File: config.mk
export PLATFORM = sky130hd
export DESIGN_NAME = poi_pulse_origin
export DESIGN_NICKNAME = d
export VERILOG_FILES = /design/src/verilog/poi_pkg.sv /design/src/verilog/poi_sync.sv /design/src/verilog/poi_pulse_origin.sv
export VERILOG_INCLUDE_DIRS = /design/src /design/src/verilog
export SDC_FILE = /design/constraint.sdc
export NUM_CORES = 1
export LEC_CHECK = 0
export ABC_AREA = 1
export BUFFER_PORTS_ARGS = -buffer_cell sky130_fd_sc_hd__buf_2
export CAP_MARGIN = 25
export CORE_ASPECT_RATIO = 2
export CORE_UTILIZATION = 41
export DETAILED_ROUTE_END_ITERATION = 7
export SYNTH_ARGS = -nofsm -noshare
export SYNTH_HDL_FRONTEND = slang
export SYNTH_SLANG_ARGS = --single-unit
File: constraint.sdc
create_clock -name sys_clk -period 1.5 [get_ports sys_clk]
set_input_delay 0.3 -clock sys_clk [delete_from_list [all_inputs] [get_ports sys_clk]]
set_output_delay 0.3 -clock sys_clk [all_outputs]
set_load 0.005 [all_outputs]
File: src/verilog/poi_defines.svh
// Timing counts and mode codes for the pulse output and origin search block.
`ifndef POI_DEFINES_SVH
`define POI_DEFINES_SVH
`define POI_CLK_HZ         25000000
`define POI_CLR_TIME_US    10
`define POI_CLR_CYCLES     ((`POI_CLR_TIME_US * `POI_CLK_HZ) / 1000000)
`define POI_CLR_CNT_W      16
`define POI_MODE_ZERO      2'h0
`define POI_MODE_ONE       2'h1
`define POI_MODE_TWO       2'h2
`endif

File: src/verilog/poi_pkg.sv
// Types shared by the pulse output and origin search block.
package poi_pkg;
  typedef enum logic [1:0] {
    POI_FMT_CWCCW   = 2'h0,
    POI_FMT_PULSDIR = 2'h1
  } poi_fmt_t;
  typedef enum logic [3:0] {
    POI_S_IDLE  = 4'b0001,
    POI_S_SEEK  = 4'b0010,
    POI_S_SETTL = 4'b0100,
    POI_S_DONE  = 4'b1000
  } poi_state_t;
endpackage

File: src/verilog/poi_sync.sv
// Three-stage input synchroniser with agreement filter.
`timescale 1ns/1ps
module poi_sync (
  // Clock and reset.
  input  wire logic sys_clk,
  input  wire logic rstn,
  input  wire logic clkEn,
  // Pin and its filtered level.
  input  wire logic pinIn,
  output logic      level
);
  logic s1_q;
  logic s2_q;
  logic s3_q;

  // The first stage feeds only the second, so a metastable value never reaches logic.
  always_ff @(posedge sys_clk or negedge rstn) begin
    if (!rstn) begin
      s1_q  <= 1'b0;
      s2_q  <= 1'b0;
      s3_q  <= 1'b0;
      level <= 1'b0;
    end else if (clkEn) begin
      s1_q <= pinIn;
      s2_q <= s1_q;
      s3_q <= s2_q;
      if (s2_q == s3_q) begin
        level <= s3_q;
      end
    end
  end
endmodule

File: src/verilog/poi_pulse_origin.sv
// Pulse output channel with origin search handshakes.
`timescale 1ns/1ps
`include "poi_defines.svh"
// =====================================================================
module poi_pulse_origin (
  // Clock, reset and enable.
  input  wire logic              sys_clk,
  input  wire logic              rstn,
  input  wire logic              clkEn,
  // Configuration.
  input  wire poi_pkg::poi_fmt_t outFormat,
  input  wire logic [1:0]        opMode,
  // Pulse requests from the pulse generator.
  input  wire logic              pulseReq,
  input  wire logic              dirCw,
  // Origin search control and status.
  input  wire logic              searchStart,
  input  wire logic              cwLimit,
  input  wire logic              ccwLimit,
  output logic                   searchBusy,
  output logic                   searchDone,
  output logic                   searchError,
  output logic                   originFixed,
  // Drive side pins and the near-origin seen flag.
  input  wire logic              origin_in,
  input  wire logic              origin_near_in,
  input  wire logic              pos_done_in,
  output logic                   pulse_train_out,
  output logic                   cw_pulse_out,
  output logic                   ccw_or_dir_out,
  output logic                   err_cnt_clear_out,
  output logic                   nearSeen
);
  import poi_pkg::*;

  // =====================================================================
  // Pin synchronisers
  logic originLvl;
  logic nearLvl;
  logic posDoneLvl;
  logic originPrev_q;
  logic originRise;

  poi_sync uOrigin (.sys_clk(sys_clk), .rstn(rstn), .clkEn(clkEn), .pinIn(origin_in), .level(originLvl));
  poi_sync uNear (.sys_clk(sys_clk), .rstn(rstn), .clkEn(clkEn), .pinIn(origin_near_in), .level(nearLvl));
  poi_sync uDone (.sys_clk(sys_clk), .rstn(rstn), .clkEn(clkEn), .pinIn(pos_done_in), .level(posDoneLvl));

  always_ff @(posedge sys_clk or negedge rstn) begin
    if (!rstn) begin
      originPrev_q <= 1'b0;
    end else if (clkEn) begin
      originPrev_q <= originLvl;
    end
  end
  assign originRise = originLvl & ~originPrev_q;

  // =====================================================================
  // Pulse outputs
  // A pulse toward a limit that is active is blocked, so the motor never drives into it.
  logic pulseOk;
  assign pulseOk = pulseReq & ~(dirCw ? cwLimit : ccwLimit);

  always_ff @(posedge sys_clk or negedge rstn) begin
    if (!rstn) begin
      pulse_train_out <= 1'b0;
      cw_pulse_out    <= 1'b0;
      ccw_or_dir_out  <= 1'b0;
    end else if (clkEn) begin
      if (outFormat == POI_FMT_CWCCW) begin
        pulse_train_out <= 1'b0;
        cw_pulse_out    <= pulseOk & dirCw;
        ccw_or_dir_out  <= pulseOk & ~dirCw;
      end else begin
        pulse_train_out <= pulseOk;
        cw_pulse_out    <= 1'b0;
        ccw_or_dir_out  <= dirCw;
      end
    end
  end

  // =====================================================================
  // Origin search sequencer
  poi_state_t stateQ;
  logic       clrStart;
  logic       fixNow;
  assign fixNow   = (stateQ == POI_S_SEEK) && originRise;
  assign clrStart = fixNow && (opMode != `POI_MODE_ZERO);

  always_ff @(posedge sys_clk or negedge rstn) begin
    if (!rstn) begin
      stateQ <= POI_S_IDLE;
    end else if (clkEn) begin
      case (stateQ)
        POI_S_IDLE: begin
          if (searchStart && opMode != 2'h3) begin
            stateQ <= POI_S_SEEK;
          end
        end
        POI_S_SEEK: begin
          if (fixNow) begin
            stateQ <= (opMode == `POI_MODE_TWO) ? POI_S_SETTL : POI_S_DONE;
          end
        end
        POI_S_SETTL: begin
          if (posDoneLvl && !err_cnt_clear_out) begin
            stateQ <= POI_S_DONE;
          end
        end
        POI_S_DONE: begin
          if (searchStart && opMode != 2'h3) begin
            stateQ <= POI_S_SEEK;
          end
        end
        default: stateQ <= POI_S_IDLE;
      endcase
    end
  end

  always_comb begin
    searchBusy = (stateQ == POI_S_SEEK) || (stateQ == POI_S_SETTL);
    searchDone = (stateQ == POI_S_DONE);
  end

  always_ff @(posedge sys_clk or negedge rstn) begin
    if (!rstn) begin
      searchError <= 1'b0;
      originFixed <= 1'b0;
      nearSeen    <= 1'b0;
    end else if (clkEn) begin
      searchError <= searchStart && (stateQ == POI_S_IDLE || stateQ == POI_S_DONE) && opMode == 2'h3;
      if (searchStart && !searchBusy) begin
        originFixed <= 1'b0;
        nearSeen    <= 1'b0;
      end else begin
        if (fixNow) begin
          originFixed <= 1'b1;
        end
        if (searchBusy && nearLvl) begin
          nearSeen <= 1'b1;
        end
      end
    end
  end

  // =====================================================================
  // Error counter clear pulse
  // A fixed width keeps the drive's clear input honoured regardless of scan timing.
  logic [`POI_CLR_CNT_W-1:0] clrCnt_q;

  always_ff @(posedge sys_clk or negedge rstn) begin
    if (!rstn) begin
      clrCnt_q          <= 16'h0000;
      err_cnt_clear_out <= 1'b0;
    end else if (clkEn) begin
      if (clrStart) begin
        clrCnt_q          <= `POI_CLR_CNT_W'(`POI_CLR_CYCLES - 1);
        err_cnt_clear_out <= 1'b1;
      end else if (clrCnt_q != 16'h0000) begin
        clrCnt_q <= clrCnt_q - 16'h0001;
      end else begin
        err_cnt_clear_out <= 1'b0;
      end
    end
  end

  // =====================================================================
  // Assertions
  // Enabled cycles that the clear output has stood high, counted apart from the pulse counter.
  logic [`POI_CLR_CNT_W-1:0] clrLen_q;

  always_ff @(posedge sys_clk or negedge rstn) begin
    if (!rstn) begin
      clrLen_q <= 16'h0000;
    end else if (clkEn) begin
      if (clrStart) begin
        clrLen_q <= 16'h0000;
      end else if (err_cnt_clear_out) begin
        clrLen_q <= clrLen_q + 16'h0001;
      end else begin
        clrLen_q <= 16'h0000;
      end
    end
  end

  a_dir_level: assert property (@(posedge sys_clk) disable iff (!rstn)
    clkEn && outFormat == POI_FMT_PULSDIR && $stable(outFormat) |=> ccw_or_dir_out == $past(dirCw))
    else $error("direction level wrong");
  a_cw_separate: assert property (@(posedge sys_clk) disable iff (!rstn)
    outFormat == POI_FMT_CWCCW && $past(outFormat) == POI_FMT_CWCCW |-> !(cw_pulse_out && ccw_or_dir_out))
    else $error("cw and ccw both on");
  a_idle_off: assert property (@(posedge sys_clk) disable iff (!rstn)
    clkEn && !pulseReq |=> !pulse_train_out && !cw_pulse_out)
    else $error("pulse without request");
  a_pd_pulse: assert property (@(posedge sys_clk) disable iff (!rstn)
    clkEn && outFormat == POI_FMT_PULSDIR && pulseOk |=> pulse_train_out)
    else $error("pulse train missing");
  a_mode0_noclr: assert property (@(posedge sys_clk) disable iff (!rstn)
    clkEn && opMode == `POI_MODE_ZERO && fixNow |=> !err_cnt_clear_out && searchDone)
    else $error("mode 0 handling wrong");
  a_clr_on_fix: assert property (@(posedge sys_clk) disable iff (!rstn)
    clrStart && clkEn |=> err_cnt_clear_out)
    else $error("clear not raised");
  a_mode2_wait: assert property (@(posedge sys_clk) disable iff (!rstn)
    stateQ == POI_S_SETTL && !posDoneLvl |=> !searchDone)
    else $error("mode 2 finished early");
  a_settle_hold: assert property (@(posedge sys_clk) disable iff (!rstn)
    stateQ == POI_S_SETTL && (!posDoneLvl || !clkEn) |=> stateQ == POI_S_SETTL)
    else $error("search left without completion");
  a_clr_width: assert property (@(posedge sys_clk) disable iff (!rstn)
    clkEn && clrCnt_q == 16'h0000 && !clrStart |=> !err_cnt_clear_out)
    else $error("clear pulse too long");
  a_clr_length: assert property (@(posedge sys_clk) disable iff (!rstn)
    $fell(err_cnt_clear_out) |-> clrLen_q == `POI_CLR_CNT_W'(`POI_CLR_CYCLES))
    else $error("clear pulse length wrong");
  a_bad_mode: assert property (@(posedge sys_clk) disable iff (!rstn)
    clkEn && searchStart && !searchBusy && opMode == 2'h3 |=> searchError && !searchBusy)
    else $error("illegal mode accepted");

  c_mode0: cover property (@(posedge sys_clk) disable iff (!rstn) fixNow && opMode == `POI_MODE_ZERO);
  c_mode1: cover property (@(posedge sys_clk) disable iff (!rstn) fixNow && opMode == `POI_MODE_ONE);
  c_mode2: cover property (@(posedge sys_clk) disable iff (!rstn) stateQ == POI_S_SETTL ##1 stateQ == POI_S_DONE);
  c_clr_end: cover property (@(posedge sys_clk) disable iff (!rstn) $fell(err_cnt_clear_out));
  c_bad_mode: cover property (@(posedge sys_clk) disable iff (!rstn) searchError);
endmodule

==> results of run 1 <==
-- report_power, final --
group / total [uW] / internal (uW) / switching (uW)
Combinational: 2410 / 1040 / 1370
Sequential: 1710 / 1400 / 310
Clock: 761 / 410 / 351
Total: 4870 / 2850 / 2030
-- metal layers --
metal,global-route usage,vias to the layer above
li1,-,1030
met1,0.211,937
met2,0.393,29
met3,0.0215,8
met4,0.0659,0
met5,0,-
-- worst max-delay path, stage by stage (launching register included) --
cell     delay [ps]
dfstp_2         570
inv_2            50
nand2_2          70
nor2_4           60
inv_2            70
nand2_2          50
buf_2           120
-- cell usage in the layout (no fill, tap or decap), drive strengths merged, types with 3 or more instances in the layout --
master,Yosys,routed
xor2,3,3
clkbuf,3,8
o21ai,38,38
nor2,37,37
buf,4,49
dfrtp,39,39
nand2,88,89
inv,36,36
nand3,31,31
-- logic make-up (layout without fill, tap and decap cells) --
family                   count (synthesis)  count (layout)  synth area share
AO/OA/AOI/OAI                           42              42             0.113
adder cells (fa/ha/maj)                  1               1           0.00565
XOR/XNOR                                 5               5            0.0198
flip-flops                              40              40             0.453
AND/OR/NAND/NOR                        162             163             0.324
buffers and inverters                   43              94            0.0847
-- metrics by stage --
| stage | total power (uW) | setup TNS, ps | setup WS (ps) | hold WS, ps | cell area [sq um] |
|---|---|---|---|---|---|
| 2_1_floorplan | 3040 | 0 | 75.9 | 4.41 | 2210 |
| 3_5_place_dp | 3670 | 0 | 0.356 | 289 | 2480 |
| 3_3_place_gp | 3620 | 0 | 42.9 | 293 | 2480 |
| 4_1_cts | 4610 | -73.9 | -45.7 | 220 | 2670 |
| 5_1_grt | 5300 | -1640 | -112 | 249 | 2830 |
| 6_report | 4870 | -116 | -57.6 | 225 | 2830 |
-- layout make-up --
type / instances / area [sq um] / share of cell area
Timing Repair Buffer: 51 / 365 / 0.129
Inverter: 36 / 138 / 0.0486
Clock buffer: 7 / 96.3 / 0.0340
Sequential cell: 40 / 1000 / 0.354
Multi-Input combinational cell: 211 / 1160 / 0.409
Tap cell: 58 / 72.6 / 0.0256
-- repair_timing --
item,4_1_cts,5_1_grt
endpoints found under the hold margin,39,0
buffers inserted,7,3
pin swaps,3,12
setup endpoints to repair,8,22
hold buffers,1,0
resized for setup,9,30
gates cloned,0,2
-- path summary, 6_finish.rpt --
check,start,endpoint,slack (ps),cells after the start
worst max register to register,stateQ[0]$_DFFE_PN1P_,clrCnt_q[11]$_DFFE_PN0P_,-20,9
worst max-delay path,stateQ[0]$_DFFE_PN1P_,searchBusy,-60,6
worst min register to register,pulse_train_out$_DFFE_PN0P_,pulse_train_out$_DFFE_PN0P_,490,2
max in group asynchronous,rstn,stateQ[0]$_DFFE_PN1P_,720,3
min in group asynchronous,rstn,clrCnt_q[13]$_DFFE_PN0P_,510,3
worst min-delay path,origin_in,uOrigin.s1_q$_DFFE_PN0P_,230,3
==> impl_metrics.yaml, run 1 <==
sta:
  fin_crit_ps: 1560
  fin_ws_ps: -57.6
  fin_worst_skew_ps: 6.51
  slew_violations: 0
  tightest_slew_ps: 287
  max-slew-margin-rel: 0.806
  rsz0062_at_grt: "true"
  post-route-period-util: 1.04
  setup_viol: 7
  finalHoldViolations: 0
  fmax_mhz: 642
global_route:
  grt_max_degree: 41
  antenna_found_initial: 0
  grt.total_usage: 0.204
  grt_pass1_wl_microns: 8650
  overflow: 0
  grt_pass1_vias: 1996
run:
  drv_cap: 0
power:
  p_per_area_mw_per_mm2: 1720
  p_leak_uw: 0.00146
  ir_drop_mv: 1.15
critical_path:
  cp-start-kind: "flop"
  endpoint_kind: "output port"
  required_ps: 1200
  path_max_fanout: 4
  path_class: "reg -> out"
  cp.arrival_ps: 1260
route:
  met1_length_microns: 2100
  viasPerCell: 4.97
  routedWlPerCell_microns: 13.2
  vias: 2004
  highest_layer: "met4"
  first_pass_iters: 4
  drc: 0
  first_iter_violations: 40
  met2_length_microns: 3030
  antenna_left: 0
  routed-wl-met3_microns: 88
  routed_wl_microns: 5310
clock_network:
  h-tree-depth: 2
  clock_latency_ps: 280
  cts_buffers: 5
  cts_max_path_buffers: 2
  cts_tree: "done"
  path_clk_slew_ps: 70
  cts_root_buffer: "clkbuf_8"
  cts_sinks: 40
layout:
  top_register: "clrCnt_q"
  area_growth_pct: 27.9
  utilization: 0.546
  instances_no_fill: 403
  drive_above_1_share: 0.304
  reg.largest.list: "clrCnt_q x16, stateQ x4"
  fin_nets: 361
  largest_reg_flops: 16
  antenna_cells: 0
  filler_cell_count: 505
yosys:
  synth_commonest_cells: "nand2_1, dfrtp_1, inv_1, nor2_1, nand3_1"
  postSynthAreaPerCell_sq_um: 7.56
  yosysMostFrequentCell: "nand2_1"
  yosysSeqAreaShare: 0.453
  synth-seq-cells: 40
  synthFlopType: "dfrtp_1"
  syn_inst: 293
  synth-async-reset-ratio: 1.00
  synth_warnings: 0
  synth_edf_count: 0
  synth_area_leaders: "dfrtp_1, nand2_1, nand3_1"
  synth.top_cell.area_share: 0.441
  synth_top_cell_by_area: "dfrtp_1"
  synth_area_sq_mm: 0.00221
  synth_cell_types: 30
  synth_nets: 309
floorplanning:
  die_h_microns: 106
  io_pins: 24
  rows: 37
  start_util: 0.427
  die_w_microns: 54.0
  core_sq_mm: 0.00518
  die_area_sq_mm: 0.00572
status:
  status: "finished with violations"
  failed_checks: "negative setup slack"
placement:
  dp_cells: 383
  dp_hpwl_microns: 3700
  port_buffers: 23
  routabilityCongestion: 0.769
min_path:
  min_path_type: "in -> reg"
No activity file was read; power rests on OpenSTA's default activity.
==> run 2: changes to the inputs <==
MAX_ROUTING_LAYER = met4   (was default)
clock period = 1.45 ns   (was 1.5 ns; I/O delays follow)
==> run 2 against run 1 <==
Sequential share of layout area shrank 1.5 points. Global-route usage grew 2.4 points. Critical path type unchanged. Largest power group unchanged. First-iteration DRC count grew 2.5%. Core utilization grew 2.3 points. The run still ends with negative setup slack left. Total power grew 9.2%.
==> impl_metrics.yaml, run 2 (synthesized netlist as in run 1, its figures left out) <==
global_route:
  grt.total_usage: 0.228
  grt_pass1_wl_microns: 9060
  overflow: 0
  grt_pass1_vias: 2077
  antenna_found_initial: 0
  grt_max_degree: 24
layout:
  drive_above_1_share: 0.350
  area_growth_pct: 33.3
  fin_nets: 375
  largest_reg_flops: 16
  antenna_cells: 0
  top_register: "clrCnt_q"
  filler_cell_count: 484
  layout_commonest_cell: "nand2_1"
  reg.largest.list: "clrCnt_q x16, stateQ x4"
  final_cell_mix: "nand2_1, dfrtp_1, buf_4"
  instances_no_fill: 418
route:
  first_iter_violations: 41
  drc: 0
  viasPerCell: 5.01
  antenna_left: 0
  vias: 2096
  routedWlPerCell_microns: 13.6
  first_pass_iters: 4
  routed_wl_microns: 5690
power:
  p_per_area_mw_per_mm2: 1800
  p_leak_uw: 0.00154
  ir_drop_mv: 1.23
critical_path:
  required_ps: 1160
  endpoint_kind: "output port"
  cp-start-kind: "flop"
  path_class: "reg -> out"
  path_max_fanout: 3
  cp.arrival_ps: 1250
clock_network:
  cts_sinks: 40
  cts_root_buffer: "clkbuf_8"
  cts_tree: "done"
  clock_latency_ps: 300
  path_clk_slew_ps: 80
  cts_max_path_buffers: 2
  cts_buffers: 5
  h-tree-depth: 2
floorplanning:
  io_pins: 24
  start_util: 0.427
  die_area_sq_mm: 0.00572
  die_w_microns: 54.0
  rows: 37
  core_sq_mm: 0.00518
  die_h_microns: 106
sta:
  fin_worst_skew_ps: 10.3
  fmax_mhz: 648
  fin_ws_ps: -94.0
  rsz0062_at_grt: "true"
  setup_viol: 18
  finalHoldViolations: 0
  max-slew-margin-rel: 0.662
  tightest_slew_ps: 508
  slew_violations: 0
  post-route-period-util: 1.06
  fin_crit_ps: 1540
  tns_ps: -909
status:
  status: "finished with violations"
  failed_checks: "negative setup slack"
min_path:
  min_path_type: "in -> reg"
run:
  drv_cap: 0
placement:
  routabilityCongestion: 0.842
  dp_cells: 399
  dp_hpwl_microns: 3950
  port_buffers: 23
-- run 2: what timing repair did --
action                                  4_1_cts  5_1_grt
cloned                                        3        0
hold endpoints to repair                     16        0
resized for setup                            14       33
buffers inserted                              4        3
pin swaps                                     2        8
endpoints found under the setup margin       17       23
hold buffers                                  1        0
-- run 2: final cells by class --
type	instances	area, sq um	area share
Sequential cell	40	1000	0.339
Inverter	36	135	0.0458
Multi-Input combinational cell	213	1220	0.413
Tap cell	58	72.6	0.0246
Timing Repair Buffer	63	434	0.147
Clock inverter	2	16.3	0.00551
Clock buffer	6	72.6	0.0246
-- run 2: critical path: stages (launching register included) --
cell,delay (ps)
dfstp_2,570
inv_2,50
nand2_2,70
nor2_4,40
inv_2,50
nand2_2,50
buf_2,120
-- run 2: worst paths after layout --
path	cells past startpoint	start	endpoint	slack [ps]
worst max-delay path	6	stateQ[0]$_DFFE_PN1P_	searchBusy	-90
worst min-delay path	3	pos_done_in	uDone.s1_q$_DFFE_PN0P_	190
min in group asynchronous	2	rstn	clrCnt_q[15]$_DFFE_PN0P_	470
worst min register to register	2	cw_pulse_out$_DFFE_PN0P_	cw_pulse_out$_DFFE_PN0P_	490
max in group asynchronous	3	rstn	err_cnt_clear_out$_DFFE_PN0P_	490
worst max register to register	9	stateQ[0]$_DFFE_PN1P_	clrCnt_q[15]$_DFFE_PN0P_	-80
-- run 2: layer usage --
layer | track usage | part of all wire
met1 | 0.218 | 0.37
met2 | 0.414 | 0.56
met3 | 0.0300 | 0.027
met4 | 0.115 | 0.043
met5 | - | 0
-- run 2: where the power goes --
group          switching (uW)  internal [uW]
Clock                     409            342
Combinational            1560           1290
Sequential                275           1440
Total                    2250           3070
-- run 2: metrics by stage --
step / cell area, sq um / total power, uW / hold WS (ps) / util / setup slack (ps)
final: 2950 / 5320 / 193 / 0.569 / -94.0
after global routing: 2950 / 5740 / 205 / 0.569 / -162
after floorplan: 2210 / 3140 / -5.59 / - / 25.9
after detailed placement: 2600 / 4130 / 272 / 0.502 / -46.2
after global placement: 2600 / 4080 / 276 / 0.502 / -23.8
after CTS: 2830 / 5100 / 186 / 0.546 / -79.7
